## src/inc/idle_pkg.sv

```systemverilog
package idle_pkg;

    localparam int unsigned SEC_W = 16;

    // Task-file addresses
    localparam logic [2:0] ADDR_ERROR   = 3'h1;
    localparam logic [2:0] ADDR_SECCNT  = 3'h2;
    localparam logic [2:0] ADDR_DEVHEAD = 3'h6;
    localparam logic [2:0] ADDR_CMD     = 3'h7;

    localparam logic [7:0] OP_IDLE_A = 8'hE3;
    localparam logic [7:0] OP_IDLE_B = 8'h97;

    localparam int unsigned DH_DEV_BIT = 4;

    // Status and error bit positions
    localparam int unsigned ST_BSY  = 7;
    localparam int unsigned ST_RDY  = 6;
    localparam int unsigned ST_DF   = 5;
    localparam int unsigned ST_DSC  = 4;
    localparam int unsigned ST_ERR  = 0;
    localparam int unsigned ER_ABRT = 2;

    localparam logic [7:0] REG_RESET = 8'h00;

    // Sector count encodings
    localparam logic [7:0] SC_OFF       = 8'h00;
    localparam logic [7:0] SC_SHORT_MAX = 8'hF0;
    localparam logic [7:0] SC_LONG_MAX  = 8'hFB;
    localparam logic [7:0] SC_21M       = 8'hFC;
    localparam logic [7:0] SC_8H        = 8'hFD;
    localparam logic [7:0] SC_21M10     = 8'hFE;

    localparam logic [SEC_W-1:0] SEC_PER_MIN    = 16'h003C;
    localparam logic [SEC_W-1:0] SEC_PER_HOUR   = 16'h0E10;
    localparam logic [SEC_W-1:0] SHORT_STEP_SEC = 16'h0005;
    localparam logic [SEC_W-1:0] LONG_STEP_MIN  = 16'h001E;
    localparam logic [SEC_W-1:0] LONG_STEP_SEC  = LONG_STEP_MIN * SEC_PER_MIN;
    localparam logic [SEC_W-1:0] TO_21M_SEC     = 16'h0015 * SEC_PER_MIN;
    localparam logic [SEC_W-1:0] TO_8H_SEC      = 16'h0008 * SEC_PER_HOUR;
    localparam logic [SEC_W-1:0] TO_21M10_SEC   = TO_21M_SEC + 16'h000A;
    localparam logic [SEC_W-1:0] TO_21M15_SEC   = TO_21M_SEC + 16'h000F;

    // One-second timer granularity
    localparam int unsigned CLK_PERIOD_NS  = 10;
    localparam int unsigned TICK_PERIOD_NS = 1_000_000_000;
    localparam int unsigned TICK_CYCLES    = TICK_PERIOD_NS / CLK_PERIOD_NS;

    typedef enum logic {
        CMD_READY,
        CMD_SPINUP
    } cmd_state_e;

endpackage

```

## src/idle_command_standby_timer.sv

```systemverilog
`timescale 1ns/1ps
module idle_command_standby_timer
    import idle_pkg::*;
#(
    parameter int unsigned TICK_CYC = TICK_CYCLES,
    parameter logic        DEV_SEL  = 1'b0
) (
    input  wire logic       clk_in,
    input  wire logic       rst_n_in,
    input  wire logic       soft_reset_in,
    input  wire logic [2:0] reg_addr_in,
    input  wire logic       reg_wr_in,
    input  wire logic       reg_rd_in,
    input  wire logic [7:0] reg_wdata_in,
    input  wire logic       spindle_at_speed_in,
    output logic      [7:0] reg_rdata_out,
    output logic            spindle_run_out,
    output logic            standby_out,
    output logic            timer_armed_out
);

    logic             clr;
    logic             access;
    logic             cmd_wr;
    logic             is_idle_op;
    logic             accept;
    logic             reject;
    logic             tick;
    logic             expire;
    logic [SEC_W-1:0] decoded;
    logic [7:0]       status;
    logic [7:0]       rd_mux;

    cmd_state_e       state_q;
    logic [7:0]       sc_q;
    logic [7:0]       dh_q;
    logic             busy_q;
    logic             err_q;
    logic             abrt_q;
    logic [SEC_W-1:0] timer_q;
    logic [SEC_W-1:0] interval_q;

    // Hard and soft reset both return to the power-on state
    assign clr        = !rst_n_in || soft_reset_in;
    assign access     = reg_wr_in || reg_rd_in;
    assign cmd_wr     = reg_wr_in && (reg_addr_in == ADDR_CMD)
                        && (dh_q[DH_DEV_BIT] == DEV_SEL) && !busy_q;
    assign is_idle_op = (reg_wdata_in == OP_IDLE_A) || (reg_wdata_in == OP_IDLE_B);
    assign accept     = cmd_wr && is_idle_op;
    assign reject     = cmd_wr && !is_idle_op;
    // Count ends on the tick that takes it from one to zero
    assign expire     = timer_armed_out && !standby_out && tick && (timer_q == SEC_W'(1))
                        && !access;

    timeout_decode u_decode (
        .sc_in       (sc_q),
        .seconds_out (decoded)
    );

    sec_tick #(
        .CYCLES (TICK_CYC)
    ) u_tick (
        .clk_in     (clk_in),
        .clr_in     (clr),
        .restart_in (accept || access),
        .tick_out   (tick)
    );

    // Task-file parameter registers
    always_ff @(posedge clk_in) begin
        if (clr) begin
            sc_q <= REG_RESET;
            dh_q <= REG_RESET;
        end else if (reg_wr_in && !busy_q) begin
            if (reg_addr_in == ADDR_SECCNT) begin
                sc_q <= reg_wdata_in;
            end
            if (reg_addr_in == ADDR_DEVHEAD) begin
                dh_q <= reg_wdata_in;
            end
        end
    end

    // Command sequencing and completion status
    always_ff @(posedge clk_in) begin
        if (clr) begin
            state_q <= CMD_READY;
            busy_q  <= 1'b0;
            err_q   <= 1'b0;
            abrt_q  <= 1'b0;
        end else begin
            case (state_q)
                CMD_READY: begin
                    if (accept) begin
                        err_q  <= 1'b0;
                        abrt_q <= 1'b0;
                        if (!spindle_at_speed_in) begin
                            state_q <= CMD_SPINUP;
                            busy_q  <= 1'b1;
                        end
                    end else if (reject) begin
                        err_q  <= 1'b1;
                        abrt_q <= 1'b1;
                    end
                end
                CMD_SPINUP: begin
                    if (spindle_at_speed_in) begin
                        state_q <= CMD_READY;
                        busy_q  <= 1'b0;
                    end
                end
                default: begin
                    state_q <= CMD_READY;
                    busy_q  <= 1'b0;
                end
            endcase
        end
    end

    // Power mode and spindle drive
    always_ff @(posedge clk_in) begin
        if (clr) begin
            standby_out     <= 1'b1;
            spindle_run_out <= 1'b0;
        end else if (accept) begin
            standby_out     <= 1'b0;
            spindle_run_out <= 1'b1;
        end else if (expire) begin
            standby_out     <= 1'b1;
            spindle_run_out <= 1'b0;
        end
    end

    // Standby timer in whole seconds
    always_ff @(posedge clk_in) begin
        if (clr) begin
            timer_q         <= '0;
            interval_q      <= '0;
            timer_armed_out <= 1'b0;
        end else if (accept) begin
            timer_q         <= decoded;
            interval_q      <= decoded;
            timer_armed_out <= (sc_q != SC_OFF);
        end else if (timer_armed_out && !standby_out && access) begin
            timer_q <= interval_q;
        end else if (timer_armed_out && !standby_out && tick && (timer_q != '0)) begin
            timer_q <= timer_q - SEC_W'(1);
        end
    end

    // Status: ready and seek complete whenever not busy; no fault source here
    always_comb begin
        status         = '0;
        status[ST_BSY] = busy_q;
        status[ST_RDY] = !busy_q;
        status[ST_DF]  = 1'b0;
        status[ST_DSC] = !busy_q;
        status[ST_ERR] = err_q;
    end

    always_comb begin
        case (reg_addr_in)
            ADDR_ERROR:   rd_mux = 8'(abrt_q) << ER_ABRT;
            ADDR_SECCNT:  rd_mux = sc_q;
            ADDR_DEVHEAD: rd_mux = dh_q;
            ADDR_CMD:     rd_mux = status;
            default:      rd_mux = REG_RESET;
        endcase
    end

    // Read data registered so the output comes from a flop
    always_ff @(posedge clk_in) begin
        if (clr) begin
            reg_rdata_out <= REG_RESET;
        end else if (reg_rd_in) begin
            reg_rdata_out <= rd_mux;
        end
    end

    property p_opcode;
        @(posedge clk_in) disable iff (clr)
        (reg_wr_in && reg_addr_in == ADDR_CMD && !busy_q && dh_q[DH_DEV_BIT] == DEV_SEL
         && (reg_wdata_in == OP_IDLE_A || reg_wdata_in == OP_IDLE_B))
        |=> !standby_out && spindle_run_out && !err_q;
    endproperty
    a_opcode: assert property (p_opcode) else $error("idle opcode not accepted");

    property p_load;
        @(posedge clk_in) disable iff (clr)
        accept |=> timer_q == $past(decoded) && interval_q == $past(decoded);
    endproperty
    a_load: assert property (p_load) else $error("timer not loaded on idle");

    property p_count;
        @(posedge clk_in) disable iff (clr)
        (timer_armed_out && !standby_out && tick && !access && !accept && timer_q > SEC_W'(1))
        |=> timer_q == $past(timer_q) - SEC_W'(1);
    endproperty
    a_count: assert property (p_count) else $error("timer did not decrement");

    property p_spinup;
        @(posedge clk_in) disable iff (clr)
        (accept && !spindle_at_speed_in) |=> busy_q && spindle_run_out;
    endproperty
    a_spinup: assert property (p_spinup) else $error("spin-up not started");

    property p_no_spinup;
        @(posedge clk_in) disable iff (clr)
        (accept && spindle_at_speed_in) |=> !busy_q;
    endproperty
    a_no_spinup: assert property (p_no_spinup) else $error("needless spin-up wait");

    property p_idle_spin;
        @(posedge clk_in) disable iff (clr)
        !standby_out |-> spindle_run_out;
    endproperty
    a_idle_spin: assert property (p_idle_spin) else $error("spindle stopped in idle");

    property p_disable;
        @(posedge clk_in) disable iff (clr)
        (accept && sc_q == SC_OFF) |=> !timer_armed_out ##1 !standby_out;
    endproperty
    a_disable: assert property (p_disable) else $error("zero count armed timer");

    property p_short;
        @(posedge clk_in) disable iff (clr)
        (accept && sc_q != SC_OFF && sc_q <= SC_SHORT_MAX)
        |=> timer_q == SEC_W'($past(sc_q)) * SHORT_STEP_SEC;
    endproperty
    a_short: assert property (p_short) else $error("short timeout wrong");

    property p_long;
        @(posedge clk_in) disable iff (clr)
        (accept && sc_q > SC_SHORT_MAX && sc_q <= SC_LONG_MAX)
        |=> timer_q == (SEC_W'($past(sc_q)) - SEC_W'(SC_SHORT_MAX)) * LONG_STEP_SEC;
    endproperty
    a_long: assert property (p_long) else $error("long timeout wrong");

    property p_special;
        @(posedge clk_in) disable iff (clr)
        (accept && sc_q == SC_8H) |=> timer_q == TO_8H_SEC && timer_armed_out;
    endproperty
    a_special: assert property (p_special) else $error("eight hour timeout wrong");

    property p_odd;
        @(posedge clk_in) disable iff (clr)
        (accept && sc_q > SC_8H) |=> timer_q > TO_21M_SEC && timer_q <= TO_21M15_SEC;
    endproperty
    a_odd: assert property (p_odd) else $error("21 minute variant wrong");

    property p_expire;
        @(posedge clk_in) disable iff (clr)
        expire && !accept |=> standby_out && !spindle_run_out && timer_q == '0;
    endproperty
    a_expire: assert property (p_expire) else $error("no standby on expiry");

    property p_reload;
        @(posedge clk_in) disable iff (clr)
        (timer_armed_out && !standby_out && access && !accept) |=> timer_q == interval_q;
    endproperty
    a_reload: assert property (p_reload) else $error("access did not reload");

    property p_reject;
        @(posedge clk_in) disable iff (clr)
        reject |=> err_q && abrt_q && $stable(standby_out);
    endproperty
    a_reject: assert property (p_reject) else $error("rejected command not flagged");

endmodule

```

## src/sec_tick.sv

```systemverilog
`timescale 1ns/1ps
module sec_tick
    import idle_pkg::*;
#(
    parameter int unsigned CYCLES = TICK_CYCLES
) (
    input  wire logic clk_in,
    input  wire logic clr_in,
    input  wire logic restart_in,
    output logic      tick_out
);

    logic [31:0] cnt_q;

    // Restart aligns the first tick to a full period after a reload
    always_ff @(posedge clk_in) begin
        if (clr_in || restart_in) begin
            cnt_q <= 32'h0000_0000;
        end else if (cnt_q == 32'(CYCLES - 1)) begin
            cnt_q <= 32'h0000_0000;
        end else begin
            cnt_q <= cnt_q + 32'h0000_0001;
        end
    end

    always_ff @(posedge clk_in) begin
        if (clr_in || restart_in) begin
            tick_out <= 1'b0;
        end else begin
            tick_out <= (cnt_q == 32'(CYCLES - 1));
        end
    end

endmodule

```

## src/timeout_decode.sv

```systemverilog
`timescale 1ns/1ps
module timeout_decode
    import idle_pkg::*;
(
    input  wire logic [7:0]       sc_in,
    output logic      [SEC_W-1:0] seconds_out
);

    always_comb begin
        if (sc_in == SC_OFF) begin
            seconds_out = '0;
        end else if (sc_in <= SC_SHORT_MAX) begin
            seconds_out = SEC_W'(sc_in) * SHORT_STEP_SEC;
        end else if (sc_in <= SC_LONG_MAX) begin
            seconds_out = (SEC_W'(sc_in) - SEC_W'(SC_SHORT_MAX)) * LONG_STEP_SEC;
        end else if (sc_in == SC_21M) begin
            seconds_out = TO_21M_SEC;
        end else if (sc_in == SC_8H) begin
            seconds_out = TO_8H_SEC;
        end else if (sc_in == SC_21M10) begin
            seconds_out = TO_21M10_SEC;
        end else begin
            seconds_out = TO_21M15_SEC;
        end
    end

endmodule

```

## config.mk

```make
export PLATFORM = sky130hd
export DESIGN_NAME = idle_command_standby_timer
export DESIGN_NICKNAME = d
export VERILOG_FILES = /design/src/inc/idle_pkg.sv /design/src/idle_command_standby_timer.sv /design/src/sec_tick.sv /design/src/timeout_decode.sv
export SDC_FILE = /design/constraint.sdc
export NUM_CORES = 1
export LEC_CHECK = 0
export BUFFER_PORTS_ARGS = -buffer_cell sky130_fd_sc_hd__buf_2
export CORE_MARGIN = 2
export CORE_UTILIZATION = 50
export CTS_CLUSTER_DIAMETER = 30
export CTS_CLUSTER_SIZE = 8
export DETAILED_ROUTE_END_ITERATION = 7
export PLACE_DENSITY = 0.78
export SLEW_MARGIN = 25
export SYNTH_ARGS = -nofsm -noshare
export SYNTH_HDL_FRONTEND = slang
export SYNTH_SLANG_ARGS = --single-unit
```

## constraint.sdc

```tcl
create_clock -name clk_in -period 8.7 [get_ports clk_in]
set_input_delay 0 -clock clk_in [delete_from_list [all_inputs] [get_ports clk_in]]
set_output_delay 0 -clock clk_in [all_outputs]
set_load 0.03 [all_outputs]
```

==> out/summary.txt <==
area added between synthesis and finish: 11.0%
Yosys top cell area share: 32.8%
Reg power frac: 48.6%
Non-Filler Instances: 878
dpl ws: 4630 ps
Final Max Tran Viols: 0
total CTS buffers: 9
maximum clock path buffer count: 2
Fmax achieved: 244 MHz
Max-slew headroom: 49.6%
FF/Latch Area: 1900 µm²
DIE AREA: 12,500 µm²
Multi-input gate area: 3640 µm²
RSZ-0062 raised after global routing: no
routing usage on met1: 28.9%
EDFF count, synth: 0
Max IR drop VDD: 0.106 mV
filler cell count: 1,005
drt initial violations: 455
skew final: 8.54 ps
placed cell count: 853
Largest delay share family, worst path: adder cells
root buf cell: clkbuf_16
Final HPWL DP: 10,300 µm
Max-Cap Viols: 0
Port Buffers: 27
met3 GRT Util: 4.03%
vias in the first global route: 5,108
cell taking the most area after synthesis: dfxtp_1
Core ar.: 11,400 µm²
Cell Area, Synth: 5800 µm²
gp weighted congestion: 0.924
crit-path cells: inv_1, ha_1, xnor2_1, xnor2_1, ha_1, inv_1, fa_1, inv_1, ha_1, ha_1, o21ai_0, o21ai_0, a21oi_1, nand4b_1, mux2_2, a22oi_1
worst path required time: 8960 ps
crit path kind: flop to flop
clk_lat worst skew: 350 ps
sequential area share after synthesis: 32.8%
vias per inst: 5.88
Top FF cell, synth: dfxtp_1
synth warn: 0
Design Power: 899 µW
initial antenna violation count: 0
CTS tree: done
Pre-antenna DRT Iters: 6
Slowest-stage cell, CP: dfxtp_1
io pins: 28
finished layout cell area: 6430 µm²
ys async rst share: 0%
fin worst setup slack: 4600 ps
layout cells sized above 1: 8.44%
routed vias: 5,160
Die Wd: 112 µm
nets: 799
Syn Inst Count: 710
outcome: finished, final reports clean
Final Util: 56.6%
switching fraction of total power: 24.0%
Antenna Nets Post-Route: 0
minimum clock period after layout: 4100 ps
mean area per synthesized cell: 8.16 µm²
Clock Sink Count: 95
#FFs+latches synth: 95
clock network fraction of total power: 46.4%
Comb pwr share: 4.9%
P_sw: 216 µW
critical path capture point type: flop
Placed Area: 6020 µm²
post_cts resized: 0
row count: 39
# DRC: 0
busiest metal layer after global routing: met2
CP Max Fanout: 11
Leak Pwr: 2.49 nW
worst min path class: input pin to flop
Synth area leaders: dfxtp_1, ha_1, nor2_1
Pwr per Cell Area: 140 nW/µm²
setup violators final: 0
syn nets: 779
WP buf/inv: 3
worst slew pin tran: 753 ps
htree depth: 3
GRT met2 Usage: 39.8%
die height: 112 µm
GRT overflow: 0
routed length per instance: 16.3 µm
final wirelength: 14,300 µm
Synth cell types: 62
Final Hold Vio Count: 0
Final period util: 47.1%
largest net degree at the start of global routing: 46
Fin Setup TNS: 0 ps
CTS clk-pin slew, worst paths: 70 ps
Worst setup SP type: flop
final hold slack: 4.14 ps
most used cell, CP: ha_1
Max stage delay on crit path: 580 ps
internal power: 683 µW
Total GRT Usage: 23.2%
initial core utilization: 51.0%
Critical Path AT: 4360 ps
Ant. Diodes: 0
global-route wire length before repair: 24,000 µm
[layout by cell type (no fill, tap or decap), types with 11 or more instances in the layout]
cell      n
a21oi_1  52
nand2_1  74
dfxtp_1  95
and3_1   12
mux2i_1  12
ha_1     43
inv_1    32
nor3_1   11
nand3_1  24
xor2_1   32
o21ai_0  43
buf_2    27
nor2_1   89
xnor2_1  22
[tightest hold or removal path, stage by stage]
cell and delay [ps]:
buf_2 170, nand3_1 80, a21oi_1 60
[logic make-up (layout without fill, tap and decap cells)]
| kind of cell | after synthesis | count (layout) | synth area share (%) |
|---|---|---|---|
| XOR/XNOR | 54 | 54 | 8.16 |
| AND/OR/NAND/NOR | 277 | 277 | 23.6 |
| multiplexers | 14 | 14 | 2.46 |
| buffers and inverters | 65 | 90 | 4.51 |
| AO/OA/AOI/OAI | 153 | 153 | 16.0 |
| adder cells (fa/ha/maj) | 52 | 52 | 12.4 |
| flip-flops | 95 | 95 | 32.8 |
[layer usage]
layer | routed length, µm | up-vias
met5 | 0 | -
met4 | 364 | 0
met3 | 674 | 31
met2 | 6930 | 150
met1 | 6300 | 2451
li1 | - | 2528
[what timing repair did]
action	CTS	global route
setup buffers	0	0
hold buffers	9	0
hold endpoints to repair	18	0
[flip-flops by register name, indices dropped and copies added (netlist names)]
name and flops:
state_q 1, dh_q 8, spindle_run_out 1, timer_armed_out 1, interval_q 16, sc_q 8, timer_q 16, u_tick.cnt_q 32
standby_out 1, u_tick.tick_out 1, reg_rdata_out 8, busy_q 1, abrt_q 1
[power by group through the flow]
stage	Sequential, mW	Clock [mW]	Combinational, mW
after global routing	0.437	0.437	0.0489
final	0.437	0.417	0.0443
after floorplan	0.447	0	0.0262
after global placement	0.447	0	0.0390
after detailed placement	0.447	0	0.0404
after CTS	0.437	0.423	0.0440
[final timing paths]
| kind | startpoint | end | slack (ps) | cells after the start |
|---|---|---|---|---|
| hold reg to reg | u_tick.cnt_q[0] | u_tick.cnt_q[0] | 440 | 1 |
| setup reg to reg | sc_q[4] | timer_q[15] | 4600 | 16 |
| hold / removal | reg_rd_in | reg_rdata_out[3] | 4 | 3 |
| setup / recovery | sc_q[4] | timer_q[15] | 4600 | 16 |
[cell usage after synthesis, drive strengths merged (3+ instances only)]
cell,instances
nor4,12
o31ai,5
nor2,89
ha,43
o21ai,44
fa,9
or4,5
o211ai,10
o221ai,4
nand2b,8
nor3,11
nand4b,6
a21oi,53
and2,3
a211oi,9
or3,3
a31oi,5
xor2,32
xnor2,22
nand2,74
nand3b,3
nand4,9
clkbuf,26
mux2i,12
nand3,24
nor2b,9
a22oi,3
inv,32
dfxtp,95
and3,12
buf,7
[final cells by class]
type | instances | share of cell area, %
Multi-Input combinational cell | 550 | 56.5
Sequential cell | 95 | 29.6
Timing Repair Buffer | 42 | 4.32
Clock buffer | 9 | 3.50
Tap cell | 143 | 2.78
Inverter | 32 | 1.87
Clock inverter | 7 | 1.44
No activity file was read; power rests on OpenSTA's default activity.
